### src/rtl/caf_pkg.sv
// consequent action filter: shared constants, register map and field layout
// assumes a single 125 MHz clock domain and a 32-bit AXI4-Lite register bus
package caf_pkg;
    // register bus geometry
    localparam int ADDR_W = 8;
    localparam int DATA_W = 32;
    localparam int STRB_W = DATA_W / 8;
    // traffic word carried through each role
    localparam int TRAF_W = 8;
    localparam logic [TRAF_W-1:0] AIS_PATTERN = {TRAF_W{1'b1}};
    // register byte offsets
    localparam logic [ADDR_W-1:0] CTRL_OFS = 8'h00;
    localparam logic [ADDR_W-1:0] STATUS_OFS = 8'h04;
    localparam logic [ADDR_W-1:0] INT_STATUS_OFS = 8'h08;
    localparam logic [ADDR_W-1:0] INT_MASK_OFS = 8'h0c;
    // control fields
    localparam int CTRL_LOA_LSB = 0;
    localparam int CTRL_LOA_W = 2;
    localparam int CTRL_HAS_AIS_BIT = 2;
    localparam int CTRL_W = 3;
    localparam logic [CTRL_W-1:0] CTRL_RST = 3'h4;
    // action bits, shared by status, interrupt status and mask
    localparam int ACT_TT_AIS = 0;
    localparam int ACT_SO_AIS = 1;
    localparam int ACT_SK_AIS = 2;
    localparam int ACT_SSF = 3;
    localparam int ACT_TSF = 4;
    localparam int N_ACT = 5;
    localparam int N_ROLE = 3;
    localparam logic [N_ACT-1:0] ACT_RST = 5'h00;
    // bus responses
    localparam logic [1:0] RESP_OKAY = 2'h0;
    localparam logic [1:0] RESP_SLVERR = 2'h2;
    // source of the loss-of-alignment term
    typedef enum logic [CTRL_LOA_W-1:0] {
        LOA_FRAME = 2'b00,
        LOA_MULTI = 2'b01,
        LOA_POINTER = 2'b10
    } loa_src_t;
endpackage : caf_pkg

### src/rtl/ais_replacer.sv
// one role's output stage: registers the alarm request and swaps traffic for all-ones
// assumes request and traffic come from logic on the same clock
`timescale 1ns/1ps
`default_nettype none
module ais_replacer
    import caf_pkg::*;
(
    // clock and reset
    input wire logic clk,
    input wire logic rst,
    input wire logic ce,
    // request and traffic
    input wire logic req_d,
    input wire logic [TRAF_W-1:0] data_in,
    output logic req_q,
    output logic [TRAF_W-1:0] data_q
);
    // request and data share one register stage so they stay aligned
    always_ff @(posedge clk or posedge rst) begin
        if (rst) begin
            req_q <= 1'b0;
            data_q <= '0;
        end else if (ce) begin
            req_q <= req_d;
            data_q <= req_d ? AIS_PATTERN : data_in; // RL8
        end
    end
endmodule : ais_replacer
`default_nettype wire

### src/rtl/consequent_action_filter.sv
// consequent action filter: defects in, alarm insertion and fail indications out
// assumes defect flags come from same-clock detectors, already persistence filtered
// Operation
// [RL1] trail sink alarm request equals incoming alarm or loss of signal
// [RL2] source alarm request follows the received server-fail input
// [RL3] sink alarm request is mismatch or alignment loss or alarm term or inactive
// [RL4] sink server-fail is mismatch or alarm term or alignment loss
// [RL5] trail sink trail-fail is server-fail input or loss of signal or trace mismatch
// [RL6] sink without own alarm detector uses trail-fail input as alarm term
// [RL7] alignment loss term comes from frame, multiframe or pointer defect
// [RL8] while alarm requested, traffic output is replaced with all ones
// [RL9] sink server-fail action is driven out to the downstream function
// [RL10] trail sink trail-fail action is driven out to downstream functions
// [RL11] upstream raises alarm defect after more than three frames of anomaly
// [RL12] frame loss defect comes from a three-in, five-out persistence machine
// [RL13] actions recomputed each cycle, no filtering, registered once
//
// Design decisions made here: register access over AXI4-Lite and the register offsets.
`timescale 1ns/1ps
`default_nettype none
module consequent_action_filter
    import caf_pkg::*;
(
    // clock, reset, freeze
    input wire logic core_clk,
    input wire logic rst,
    input wire logic ce,
    // defect flags from detectors
    input wire logic incoming_alarm_defect,
    input wire logic loss_of_signal_defect,
    input wire logic payload_mismatch_defect,
    input wire logic loss_of_frame_defect,
    input wire logic loss_of_multiframe_defect,
    input wire logic loss_of_pointer_defect,
    input wire logic trace_mismatch_defect,
    input wire logic not_active_flag,
    // fail indications from neighbouring functions
    input wire logic server_fail_input,
    input wire logic trail_fail_input,
    input wire logic src_server_fail_input,
    // traffic of the three roles
    input wire logic [TRAF_W-1:0] tt_data_in,
    input wire logic [TRAF_W-1:0] so_data_in,
    input wire logic [TRAF_W-1:0] sk_data_in,
    output logic [TRAF_W-1:0] tt_data_out,
    output logic [TRAF_W-1:0] so_data_out,
    output logic [TRAF_W-1:0] sk_data_out,
    // action outputs
    output logic tt_alarm_insert_request,
    output logic so_alarm_insert_request,
    output logic sk_alarm_insert_request,
    output logic server_fail_action,
    output logic trail_fail_action,
    // interrupt
    output logic irq,
    // AXI4-Lite write
    input wire logic [ADDR_W-1:0] awaddr,
    input wire logic awvalid,
    output logic awready,
    input wire logic [DATA_W-1:0] wdata,
    input wire logic [STRB_W-1:0] wstrb,
    input wire logic wvalid,
    output logic wready,
    output logic [1:0] bresp,
    output logic bvalid,
    input wire logic bready,
    // AXI4-Lite read
    input wire logic [ADDR_W-1:0] araddr,
    input wire logic arvalid,
    output logic arready,
    output logic [DATA_W-1:0] rdata,
    output logic [1:0] rresp,
    output logic rvalid,
    input wire logic rready
);
    // register map decode, shared by the write and read paths
    function automatic logic addr_mapped(input logic [ADDR_W-1:0] a);
        addr_mapped = (a == CTRL_OFS) || (a == STATUS_OFS) ||
            (a == INT_STATUS_OFS) || (a == INT_MASK_OFS);
    endfunction : addr_mapped

    // byte-lane merge of a write into a register word
    function automatic logic [DATA_W-1:0] merge(input logic [DATA_W-1:0] old,
        input logic [DATA_W-1:0] nw, input logic [STRB_W-1:0] st);
        logic [DATA_W-1:0] r;
        r = old;
        for (int i = 0; i < STRB_W; i++) begin
            if (st[i]) begin
                r[i*8 +: 8] = nw[i*8 +: 8];
            end
        end
        merge = r;
    endfunction : merge

    logic [CTRL_W-1:0] ctrl_q;
    logic [N_ACT-1:0] act_d;
    logic [N_ACT-1:0] act_q;
    logic [N_ACT-1:0] int_status_q;
    logic [N_ACT-1:0] int_mask_q;
    logic [N_ACT-1:0] int_clr;
    logic loa_term;
    logic alarm_term;
    logic [ADDR_W-1:0] aw_addr_q;
    logic aw_have_q;
    logic [DATA_W-1:0] w_data_q;
    logic [STRB_W-1:0] w_strb_q;
    logic w_have_q;
    logic wr_fire;
    logic [DATA_W-1:0] ctrl_word;
    logic [DATA_W-1:0] mask_word;
    logic [DATA_W-1:0] clr_word;

    // alarm and alignment terms chosen per the instance configuration
    always_comb begin
        case (loa_src_t'(ctrl_q[CTRL_LOA_LSB +: CTRL_LOA_W]))
            LOA_FRAME: loa_term = loss_of_frame_defect; // RL7
            LOA_MULTI: loa_term = loss_of_multiframe_defect; // RL7
            LOA_POINTER: loa_term = loss_of_pointer_defect; // RL7
            default: loa_term = loss_of_frame_defect;
        endcase
        // without an own detector, the trail-fail input stands in for it
        alarm_term = ctrl_q[CTRL_HAS_AIS_BIT] ? incoming_alarm_defect
            : trail_fail_input; // RL6
    end

    // actions are pure functions of this cycle's inputs, no persistence here
    always_comb begin
        act_d = '0;
        act_d[ACT_TT_AIS] = incoming_alarm_defect | loss_of_signal_defect; // RL1
        act_d[ACT_SO_AIS] = src_server_fail_input; // RL2
        act_d[ACT_SK_AIS] = payload_mismatch_defect | loa_term | alarm_term
            | not_active_flag; // RL3
        act_d[ACT_SSF] = payload_mismatch_defect | alarm_term | loa_term; // RL4
        act_d[ACT_TSF] = server_fail_input | loss_of_signal_defect
            | trace_mismatch_defect; // RL5
    end

    // fail indications registered once, straight to the ports
    always_ff @(posedge core_clk or posedge rst) begin
        if (rst) begin
            server_fail_action <= 1'b0;
            trail_fail_action <= 1'b0;
        end else if (ce) begin
            server_fail_action <= act_d[ACT_SSF]; // RL9 RL13
            trail_fail_action <= act_d[ACT_TSF]; // RL10 RL13
        end
    end

    // one output stage per role; request and traffic stay cycle-aligned
    logic [TRAF_W-1:0] role_in [N_ROLE];
    logic [TRAF_W-1:0] role_out [N_ROLE];
    logic [N_ROLE-1:0] role_req_d;
    logic [N_ROLE-1:0] role_req_q;
    assign role_in[ACT_TT_AIS] = tt_data_in;
    assign role_in[ACT_SO_AIS] = so_data_in;
    assign role_in[ACT_SK_AIS] = sk_data_in;
    assign role_req_d = act_d[N_ROLE-1:0];
    generate
        for (genvar g = 0; g < N_ROLE; g++) begin : g_role
            ais_replacer u_rep (
                .clk(core_clk),
                .rst(rst),
                .ce(ce),
                .req_d(role_req_d[g]),
                .data_in(role_in[g]),
                .req_q(role_req_q[g]),
                .data_q(role_out[g])
            );
        end
    endgenerate
    assign tt_data_out = role_out[ACT_TT_AIS];
    assign so_data_out = role_out[ACT_SO_AIS];
    assign sk_data_out = role_out[ACT_SK_AIS];
    assign tt_alarm_insert_request = role_req_q[ACT_TT_AIS];
    assign so_alarm_insert_request = role_req_q[ACT_SO_AIS];
    assign sk_alarm_insert_request = role_req_q[ACT_SK_AIS];
    assign act_q = {trail_fail_action, server_fail_action, role_req_q};

    // write channel capture: address and data may arrive in either order
    assign wr_fire = aw_have_q && w_have_q && !bvalid;
    always_ff @(posedge core_clk or posedge rst) begin
        if (rst) begin
            aw_have_q <= 1'b0;
            w_have_q <= 1'b0;
            aw_addr_q <= '0;
            w_data_q <= '0;
            w_strb_q <= '0;
            awready <= 1'b1;
            wready <= 1'b1;
            bvalid <= 1'b0;
            bresp <= RESP_OKAY;
        end else if (ce) begin
            if (awvalid && awready) begin
                aw_addr_q <= awaddr;
                aw_have_q <= 1'b1;
                awready <= 1'b0;
            end
            if (wvalid && wready) begin
                w_data_q <= wdata;
                w_strb_q <= wstrb;
                w_have_q <= 1'b1;
                wready <= 1'b0;
            end
            if (wr_fire) begin
                aw_have_q <= 1'b0;
                w_have_q <= 1'b0;
                bvalid <= 1'b1;
                bresp <= addr_mapped(aw_addr_q) ? RESP_OKAY : RESP_SLVERR;
            end
            // reopen both channels only once the response is taken
            if (bvalid && bready) begin
                bvalid <= 1'b0;
                awready <= 1'b1;
                wready <= 1'b1;
            end
        end
    end

    // register writes; status is read only and the write is silently ignored
    assign ctrl_word = merge({{(DATA_W-CTRL_W){1'b0}}, ctrl_q}, w_data_q, w_strb_q);
    assign mask_word = merge({{(DATA_W-N_ACT){1'b0}}, int_mask_q}, w_data_q, w_strb_q);
    assign clr_word = merge('0, w_data_q, w_strb_q);
    assign int_clr = (wr_fire && aw_addr_q == INT_STATUS_OFS) ? clr_word[N_ACT-1:0] : '0;
    always_ff @(posedge core_clk or posedge rst) begin
        if (rst) begin
            ctrl_q <= CTRL_RST;
            int_mask_q <= ACT_RST;
        end else if (ce && wr_fire) begin
            if (aw_addr_q == CTRL_OFS) begin
                ctrl_q <= ctrl_word[CTRL_W-1:0];
            end else if (aw_addr_q == INT_MASK_OFS) begin
                int_mask_q <= mask_word[N_ACT-1:0];
            end
        end
    end

    // sticky rising-edge events; a new event beats a same-cycle clear
    always_ff @(posedge core_clk or posedge rst) begin
        if (rst) begin
            int_status_q <= ACT_RST;
            irq <= 1'b0;
        end else if (ce) begin
            int_status_q <= (int_status_q & ~int_clr) | (act_d & ~act_q);
            irq <= |(((int_status_q & ~int_clr) | (act_d & ~act_q)) & int_mask_q);
        end
    end

    // read channel: one read under way, arready drops until rdata is taken
    always_ff @(posedge core_clk or posedge rst) begin
        if (rst) begin
            arready <= 1'b1;
            rvalid <= 1'b0;
            rdata <= '0;
            rresp <= RESP_OKAY;
        end else if (ce) begin
            if (arvalid && arready) begin
                arready <= 1'b0;
                rvalid <= 1'b1;
                rresp <= addr_mapped(araddr) ? RESP_OKAY : RESP_SLVERR;
                rdata <= '0;
                if (araddr == CTRL_OFS) begin
                    rdata <= {{(DATA_W-CTRL_W){1'b0}}, ctrl_q};
                end else if (araddr == STATUS_OFS) begin
                    rdata <= {{(DATA_W-N_ACT){1'b0}}, act_q};
                end else if (araddr == INT_STATUS_OFS) begin
                    rdata <= {{(DATA_W-N_ACT){1'b0}}, int_status_q};
                end else if (araddr == INT_MASK_OFS) begin
                    rdata <= {{(DATA_W-N_ACT){1'b0}}, int_mask_q};
                end
            end
            if (rvalid && rready) begin
                rvalid <= 1'b0;
                arready <= 1'b1;
            end
        end
    end

    // checks
    // judging starts one edge after reset leaves; the release edge still ran the reset branch
    logic live_q;
    always_ff @(posedge core_clk or posedge rst) begin
        if (rst) begin
            live_q <= 1'b0;
        end else if (ce) begin
            live_q <= 1'b1;
        end
    end
endmodule : consequent_action_filter
`default_nettype wire

### config.mk
export PLATFORM = sky130hd
export DESIGN_NAME = consequent_action_filter
export DESIGN_NICKNAME = d
export VERILOG_FILES = /design/src/rtl/caf_pkg.sv /design/src/rtl/ais_replacer.sv /design/src/rtl/consequent_action_filter.sv
export SDC_FILE = /design/constraint.sdc
export NUM_CORES = 1
export LEC_CHECK = 0
export ABC_AREA = 1
export BUFFER_PORTS_ARGS = -buffer_cell sky130_fd_sc_hd__buf_4
export CORE_AREA = 4 4 113 115
export DETAILED_ROUTE_END_ITERATION = 8
export DIE_AREA = 0 0 117 119
export GPL_TIMING_DRIVEN = 0
export PLACE_DENSITY_LB_ADDON = 0.2
export REMOVE_ABC_BUFFERS = 1
export SLEW_MARGIN = 20
export SYNTH_ARGS = -nofsm -noshare
export SYNTH_HDL_FRONTEND = slang
export SYNTH_SLANG_ARGS = --single-unit
export TNS_END_PERCENT = 100
### constraint.sdc
create_clock -name core_clk -period 2.5 [get_ports core_clk]
set_input_delay 0.25 -clock core_clk [delete_from_list [all_inputs] [get_ports core_clk]]
set_output_delay 0.25 -clock core_clk [all_outputs]
set_load 0.01 [all_outputs]
==> results of run 1 <==
==> flip-flops by register name, indices dropped and copies added (netlist names), 3 cells and up <==
| signal | flops |
|---|---|
| int_mask_q | 5 |
| aw_addr_q | 8 |
| rdata | 5 |
| ctrl_q | 3 |
| g_role.u_rep.req_q | 3 |
| int_status_q | 5 |
| w_data_q | 5 |
| g_role.u_rep.data_q | 24 |
==> routing by layer <==
layer | GRT usage | part of all wire | vias up | wire length [um]
li1 | - | - | 1460 | -
met1 | 0.1733 | 0.45 | 1323 | 3895
met2 | 0.2013 | 0.47 | 100 | 4038
met3 | 0.02795 | 0.071 | 7 | 613
met4 | 0.03656 | 0.0088 | 0 | 76
met5 | 0 | 0 | - | 0
==> critical path, delay by kind of cell (launching register included) <==
kind / cells / cell delay [ns]
DFF: 1 / 0.40
buffers and inverters: 2 / 0.21
and+or+nand+nor: 5 / 0.57
adders and majority gates: 1 / 0.32
AOI/OAI and AO/OA: 1 / 0.18
==> worst paths after layout <==
kind,startpoint,to,slack [ns]
worst max-delay path,ctrl_q[0]$_DFFE_PP0P_,g_role[2].u_rep.data_q[7]$_DFFE_PP0P_,0.70
worst min-delay path,awaddr[6],aw_addr_q[6]$_DFFE_PP0P_,0.12
worst max register to register,ctrl_q[0]$_DFFE_PP0P_,g_role[2].u_rep.data_q[7]$_DFFE_PP0P_,0.70
worst min register to register,wready$_DFFE_PP1P_,wready$_DFFE_PP1P_,0.47
max in group asynchronous,rst,arready$_DFFE_PP1P_,1.42
min in group asynchronous,rst,g_role[1].u_rep.data_q[3]$_DFFE_PP0P_,0.47
==> cell type report <==
cell class | count | area, um^2
Multi-Input combinational cell | 286 | 1338
Clock inverter | 6 | 70.07
Fill cell | 1248 | 7216
Clock buffer | 10 | 229.0
Sequential cell | 71 | 1782
Timing Repair Buffer | 108 | 833.3
Tap cell | 147 | 183.9
Inverter | 42 | 160.2
==> power by group <==
group / internal, mW / switching, mW
Combinational: 0.304 / 0.419
Sequential: 1.36 / 0.162
Clock: 0.778 / 0.507
==> kinds of logic after synthesis <==
family	after synthesis
compound gates	68
fa+ha+maj	2
buf+inv	83
flops	71
mux	1
other cells	1
simple gates	186
==> cell usage after synthesis (2+ instances only) <==
library cell and number:
clkbuf_1 4, o22ai_1 3, a21oi_1 6, nand2_1 142, nand2_2 2, or2_1 2
buf_4 29, o22a_1 5, nand3_1 8, buf_2 8, dfrtp_1 67, nand3_2 2
ha_1 2, nor2_2 5, o21ai_0 30, nor2_1 16, o2111ai_1 2, inv_2 7
a31oi_1 4, inv_1 34, dfstp_2 4, o21ai_1 15
==> repair_timing <==
item	4_1_cts	5_1_grt
hold endpoints to repair	27	0
setup endpoints to repair	0	0
hold buffers	1	0
==> summary.md, run 1 <==
| Metric | Value |
|---|---|
| Result of the run | `finished, final reports clean` |
| I/O pin total | `166` |
| Number of cells on the worst hold path | `3` |
| Critical Path Source Type | `flop` |
| Die outline area | `13920 um^2` |
| PortBufs | `106` |
| Cell leakage power | `2.296 nW` |
| Path type of the worst min-delay path | `in -> reg` |
| Largest net degree at the start of global routing | `51` |
| Final worst hold slack | `0.1225 ns` |
| Area grow syn2layout | `33.42%` |
| Highest-delay cell along the critical path | `dfrtp_1` |
| Final setup fails | `0` |
| Die height | `119 um` |
| Core area | `11810 um^2` |
| Via count normalized by instance count | `4.313` |
| Register area share after synthesis | `0.5173` |
| Post-layout util | `0.3891` |
| Critical Path Sink Type | `flop` |
| Number of enable-type register cells in the synthesized netlist | `0` |
| Site Rows | `40` |
| Library cell occupying the most area in the post-synthesis netlist | `dfrtp_1` |
| Skew final | `0.007328 ns` |
| Worst path max stage delay | `0.40 ns` |
| Setup repair bufs after CTS | `0` |
| Count of cells resized by post-cts repair | `0` |
| Most frequent standard cell in the layout excluding fill and tap cells | `nand2_1` |
| Mux share of post-synthesis cell area | `0.003269` |
| Initial antenna violation count | `0` |
| Final sum of negative setup slack | `0 ns` |
| Clock Tree Root | `clkbuf_16` |
| Post-layout power | `3.535 mW` |
| Critical path arrival | `2.01 ns` |
| Slew at the pin closest to its max-slew limit | `0.7397 ns` |
| Unique masters post-synth | `37` |
| Number of iterations in the first detailed-routing pass | `4` |
| Top-area cell type share of the netlist area | `0.4867` |
| Fraction of layout instances using a drive strength above 1 | `0.2830` |
| Cell area after placement | `4287 um^2` |
| Netlist area before placement | `3445 um^2` |
| Remaining routing DRC violations | `0` |
| CTS tree | `built` |
| Arithmetic-cell share of the synthesized area counting full adders, half adders and majority gates | `0.007265` |
| Number of buffers created by CTS | `9` |
| Total Nets Final | `615` |
| Path type of the worst setup path | `reg -> reg` |
| Maximum clock rate | `555.2 MHz` |
| Tcrit/Tclk final | `0.7205` |
| Post-route cell area | `4596 um^2` |
| Hold violation count in the final report | `0` |
| Leading cell types by total area after synthesis | `dfrtp_1, nand2_1, buf_4` |
| Routability congestion estimate from global placement | `0.7198` |
| Grt total ovfl | `0` |
| Xor-xnor portion of the synthesized cell area | `0` |
| First-pass GRT wire length | `14080 um` |
| Inserted Diodes | `0` |
| Required time at the endpoint of the critical path | `2.71 ns` |
| Initial cell density of the core | `0.2916` |
| Routed len/inst | `12.87 um` |
| H-Tree Level Count | `3` |
| Prevailing post-synth register cell | `dfrtp_1` |
| Number of global-route vias before repair | `2900` |
| Most frequent cells in the layout | `nand2_1, buf_4, dfrtp_1` |
| Worst R2R Path Depth | `9` |
| Global-route usage over all layers | `0.1269` |
| Count of vias placed by the detailed router | `2890` |
| Register bit total from synthesis | `71` |
| Synthesized area per cell | `8.361 um^2` |
| Iteration-0 DRC Markers | `103` |
| Critical path cell sequence | `inv_1, ha_1, nand2_1, nand2_1, nor2_1, nand3_1, nor2_1, inv_2, o22a_1` |
| Finished Layout Cells | `670` |
| Top fanout value on the critical path | `8` |
| Share of the synthesized area in compound gates (AO/OA/AOI/OAI) | `0.1112` |
| Main combinational cell family by area after synthesis | `simple AND/OR/NAND/NOR gates` |
| Total power per unit cell area | `769.1 nW/um^2` |
| Total clock sinks | `71` |
| RSZ-0062 raised after global routing | `false` |
| Post-detailed-placement half-perimeter wirelength | `6457 um` |
| Routed Wire Length | `8623 um` |
| Maximum root-to-sink buffer count | `2` |
| Min Clock Period, post-route | `1.801 ns` |
| Worst IR drop on VDD | `0.4178 mV` |
| CTS clock-pin slew for the worst setup and hold paths | `0.06 ns` |
| Post-Place Setup Slack | `0.5075 ns` |
| Final Slew Violations | `0` |
| Final critical-path setup slack | `0.6987 ns` |
| Max-Slew Margin vs Limit | `0.5051` |
| Post-synthesis cell count | `412` |
| Maximum Capacitance Violations | `0` |
| Simple-gate portion of the synthesized area | `0.2350` |
| Die outline width | `117 um` |
| Count of placed standard cells including taps | `653` |
| Post-synth ARST share | `1.000` |
| Warning count from the yosys run | `0` |
| Post-route antenna net violation count | `0` |
| Worst-skew pair later-pin latency | `0.33 ns` |
(Power assumes the default switching activity.)
==> inputs of run 2 (changes only) <==
Clock period 2.5 ns to 1.8 ns, I/O delays scaled along.
==> summary.md, run 2 (synthesis results as in run 1) <==
| Metric | Value |
|---|---|
| Slew at the pin closest to its max-slew limit | `0.6725 ns` |
| CTS clock-pin slew for the worst setup and hold paths | `0.06 ns` |
| Total clock sinks | `71` |
| H-Tree Level Count | `3` |
| Cell leakage power | `2.310 nW` |
| Worst IR drop on VDD | `0.5821 mV` |
| Global-route usage over all layers | `0.1270` |
| Flip-flop count of the largest register, all copies and words added | `24` |
| I/O pin total | `166` |
| Post-detailed-placement half-perimeter wirelength | `6457 um` |
| Area grow syn2layout | `34.94%` |
| Post-layout util | `0.3935` |
| Largest net degree at the start of global routing | `51` |
| Most frequent cells in the layout | `nand2_1, buf_4, dfrtp_1` |
| Total power per unit cell area | `1061 nW/um^2` |
| Routability congestion estimate from global placement | `0.7198` |
| Biggest regs | `g_role.u_rep.data_q x24, aw_addr_q x8` |
| Max-Slew Margin vs Limit | `0.5500` |
| Critical Path Source Type | `flop` |
| Total Nets Final | `617` |
| Initial antenna violation count | `0` |
| Skew final | `0.006431 ns` |
| Final critical-path setup slack | `0.1783 ns` |
| Critical Path Sink Type | `flop` |
| Number of global-route vias before repair | `2901` |
| Tcrit/Tclk final | `0.9009` |
| Via count normalized by instance count | `4.314` |
| Inserted Diodes | `0` |
| Count of placed standard cells including taps | `653` |
| Min Clock Period, post-route | `1.622 ns` |
| Worst-skew pair later-pin latency | `0.32 ns` |
| Maximum clock rate | `616.6 MHz` |
| Final sum of negative setup slack | `0 ns` |
| Path type of the worst min-delay path | `in -> reg` |
| Number of iterations in the first detailed-routing pass | `4` |
| Remaining routing DRC violations | `0` |
| Number of buffers created by CTS | `9` |
| Critical path arrival | `1.83 ns` |
| Top fanout value on the critical path | `3` |
| Finished Layout Cells | `672` |
| Initial cell density of the core | `0.2916` |
| Count of vias placed by the detailed router | `2899` |
| Post-Place Setup Slack | `-0.1225 ns` |
| Most frequent standard cell in the layout excluding fill and tap cells | `nand2_1` |
| First-pass GRT wire length | `14100 um` |
| Core area | `11810 um^2` |
| PortBufs | `106` |
| Iteration-0 DRC Markers | `111` |
| RSZ-0062 raised after global routing | `false` |
| Die outline width | `117 um` |
| CTS tree | `built` |
| Final setup fails | `0` |
| Result of the run | `finished, final reports clean` |
| Routed Wire Length | `8672 um` |
| Fraction of layout instances using a drive strength above 1 | `0.3010` |
| Required time at the endpoint of the critical path | `2.01 ns` |
| Hold violation count in the final report | `0` |
| Grt total ovfl | `0` |
| Die outline area | `13920 um^2` |
| Routed len/inst | `12.90 um` |
| Path type of the worst setup path | `reg -> reg` |
| Final Slew Violations | `0` |
| Site Rows | `40` |
| Register with the most flip-flops | `g_role.u_rep.data_q` |
| Clock Tree Root | `clkbuf_16` |
| Die height | `119 um` |
| Maximum Capacitance Violations | `0` |
| Post-route antenna net violation count | `0` |
| Maximum root-to-sink buffer count | `2` |
-- run 2: cell types whose count changed in the layout (fill, tap and decap cells not counted), sizes merged --
cell / previous run / this run
buf: 107 / 109
-- run 2: cell type report --
type / count / area, um^2
multi-input combinational: 286 / 1373
tap: 147 / 183.9
inverter: 42 / 162.7
timing repair buffer: 110 / 848.3
fill: 1239 / 7163
clock buffer: 10 / 229.0
sequential: 71 / 1782
clock inverter: 6 / 70.07
-- run 2: final timing paths --
kind | start | endpoint | slack (ns) | cells past startpoint
min in group asynchronous | rst | g_role[1].u_rep.data_q[3]$_DFFE_PP0P_ | 0.40 | 3
setup reg to reg | ctrl_q[0]$_DFFE_PP0P_ | irq$_DFFE_PP0P_ | 0.18 | 12
max in group asynchronous | rst | arready$_DFFE_PP1P_ | 0.79 | 4
setup / recovery | ctrl_q[0]$_DFFE_PP0P_ | irq$_DFFE_PP0P_ | 0.18 | 12
hold / removal | awaddr[6] | aw_addr_q[6]$_DFFE_PP0P_ | 0.05 | 3
hold reg to reg | wready$_DFFE_PP1P_ | wready$_DFFE_PP1P_ | 0.47 | 2
-- run 2: per-layer routing --
layer | up-vias | share of wire | track usage
met5 | - | 0 | 0
met4 | 0 | 0.0085 | 0.03656
met3 | 7 | 0.070 | 0.02795
met2 | 103 | 0.47 | 0.2013
met1 | 1324 | 0.46 | 0.1736
li1 | 1465 | - | -
-- run 2: report_power, final --
part	switching [mW]	internal (mW)
clock network	0.704	1.08
logic	0.591	0.434
registers	0.228	1.89
-- run 2: what timing repair did --
item	4_1_cts	5_1_grt
pin swaps	0	3
setup buffers	0	2
setup endpoints to repair	8	14
hold buffers	1	0
endpoints found under the hold margin	27	0
gates resized for setup	1	9
-- run 2: critical path, stage by stage, from the launching register on --
cell and delay (ns):
dfrtp_1 0.41, inv_2 0.10, ha_4 0.21, nand2_1 0.06
nand2_1 0.05, nor2_2 0.11, nand3_2 0.13, nand2_2 0.09
nand2_1 0.05, nand2_1 0.05, nand2_1 0.06, nor2_2 0.11
a21oi_1 0.07
-- run 2: through the flow --
| step | area, um^2 | total power [mW] | hold slack [ns] |
|---|---|---|---|
| 2_1_floorplan | 3277 | 2.716 | 0.2707 |
| 3_3_place_gp | 4257 | 3.130 | 0.3841 |
| 3_5_place_dp | 4287 | 3.170 | 0.2011 |
| 4_1_cts | 4598 | 4.990 | 0.04457 |
| 5_1_grt | 4648 | 5.260 | 0.05716 |
| 6_report | 4648 | 4.932 | 0.05422 |
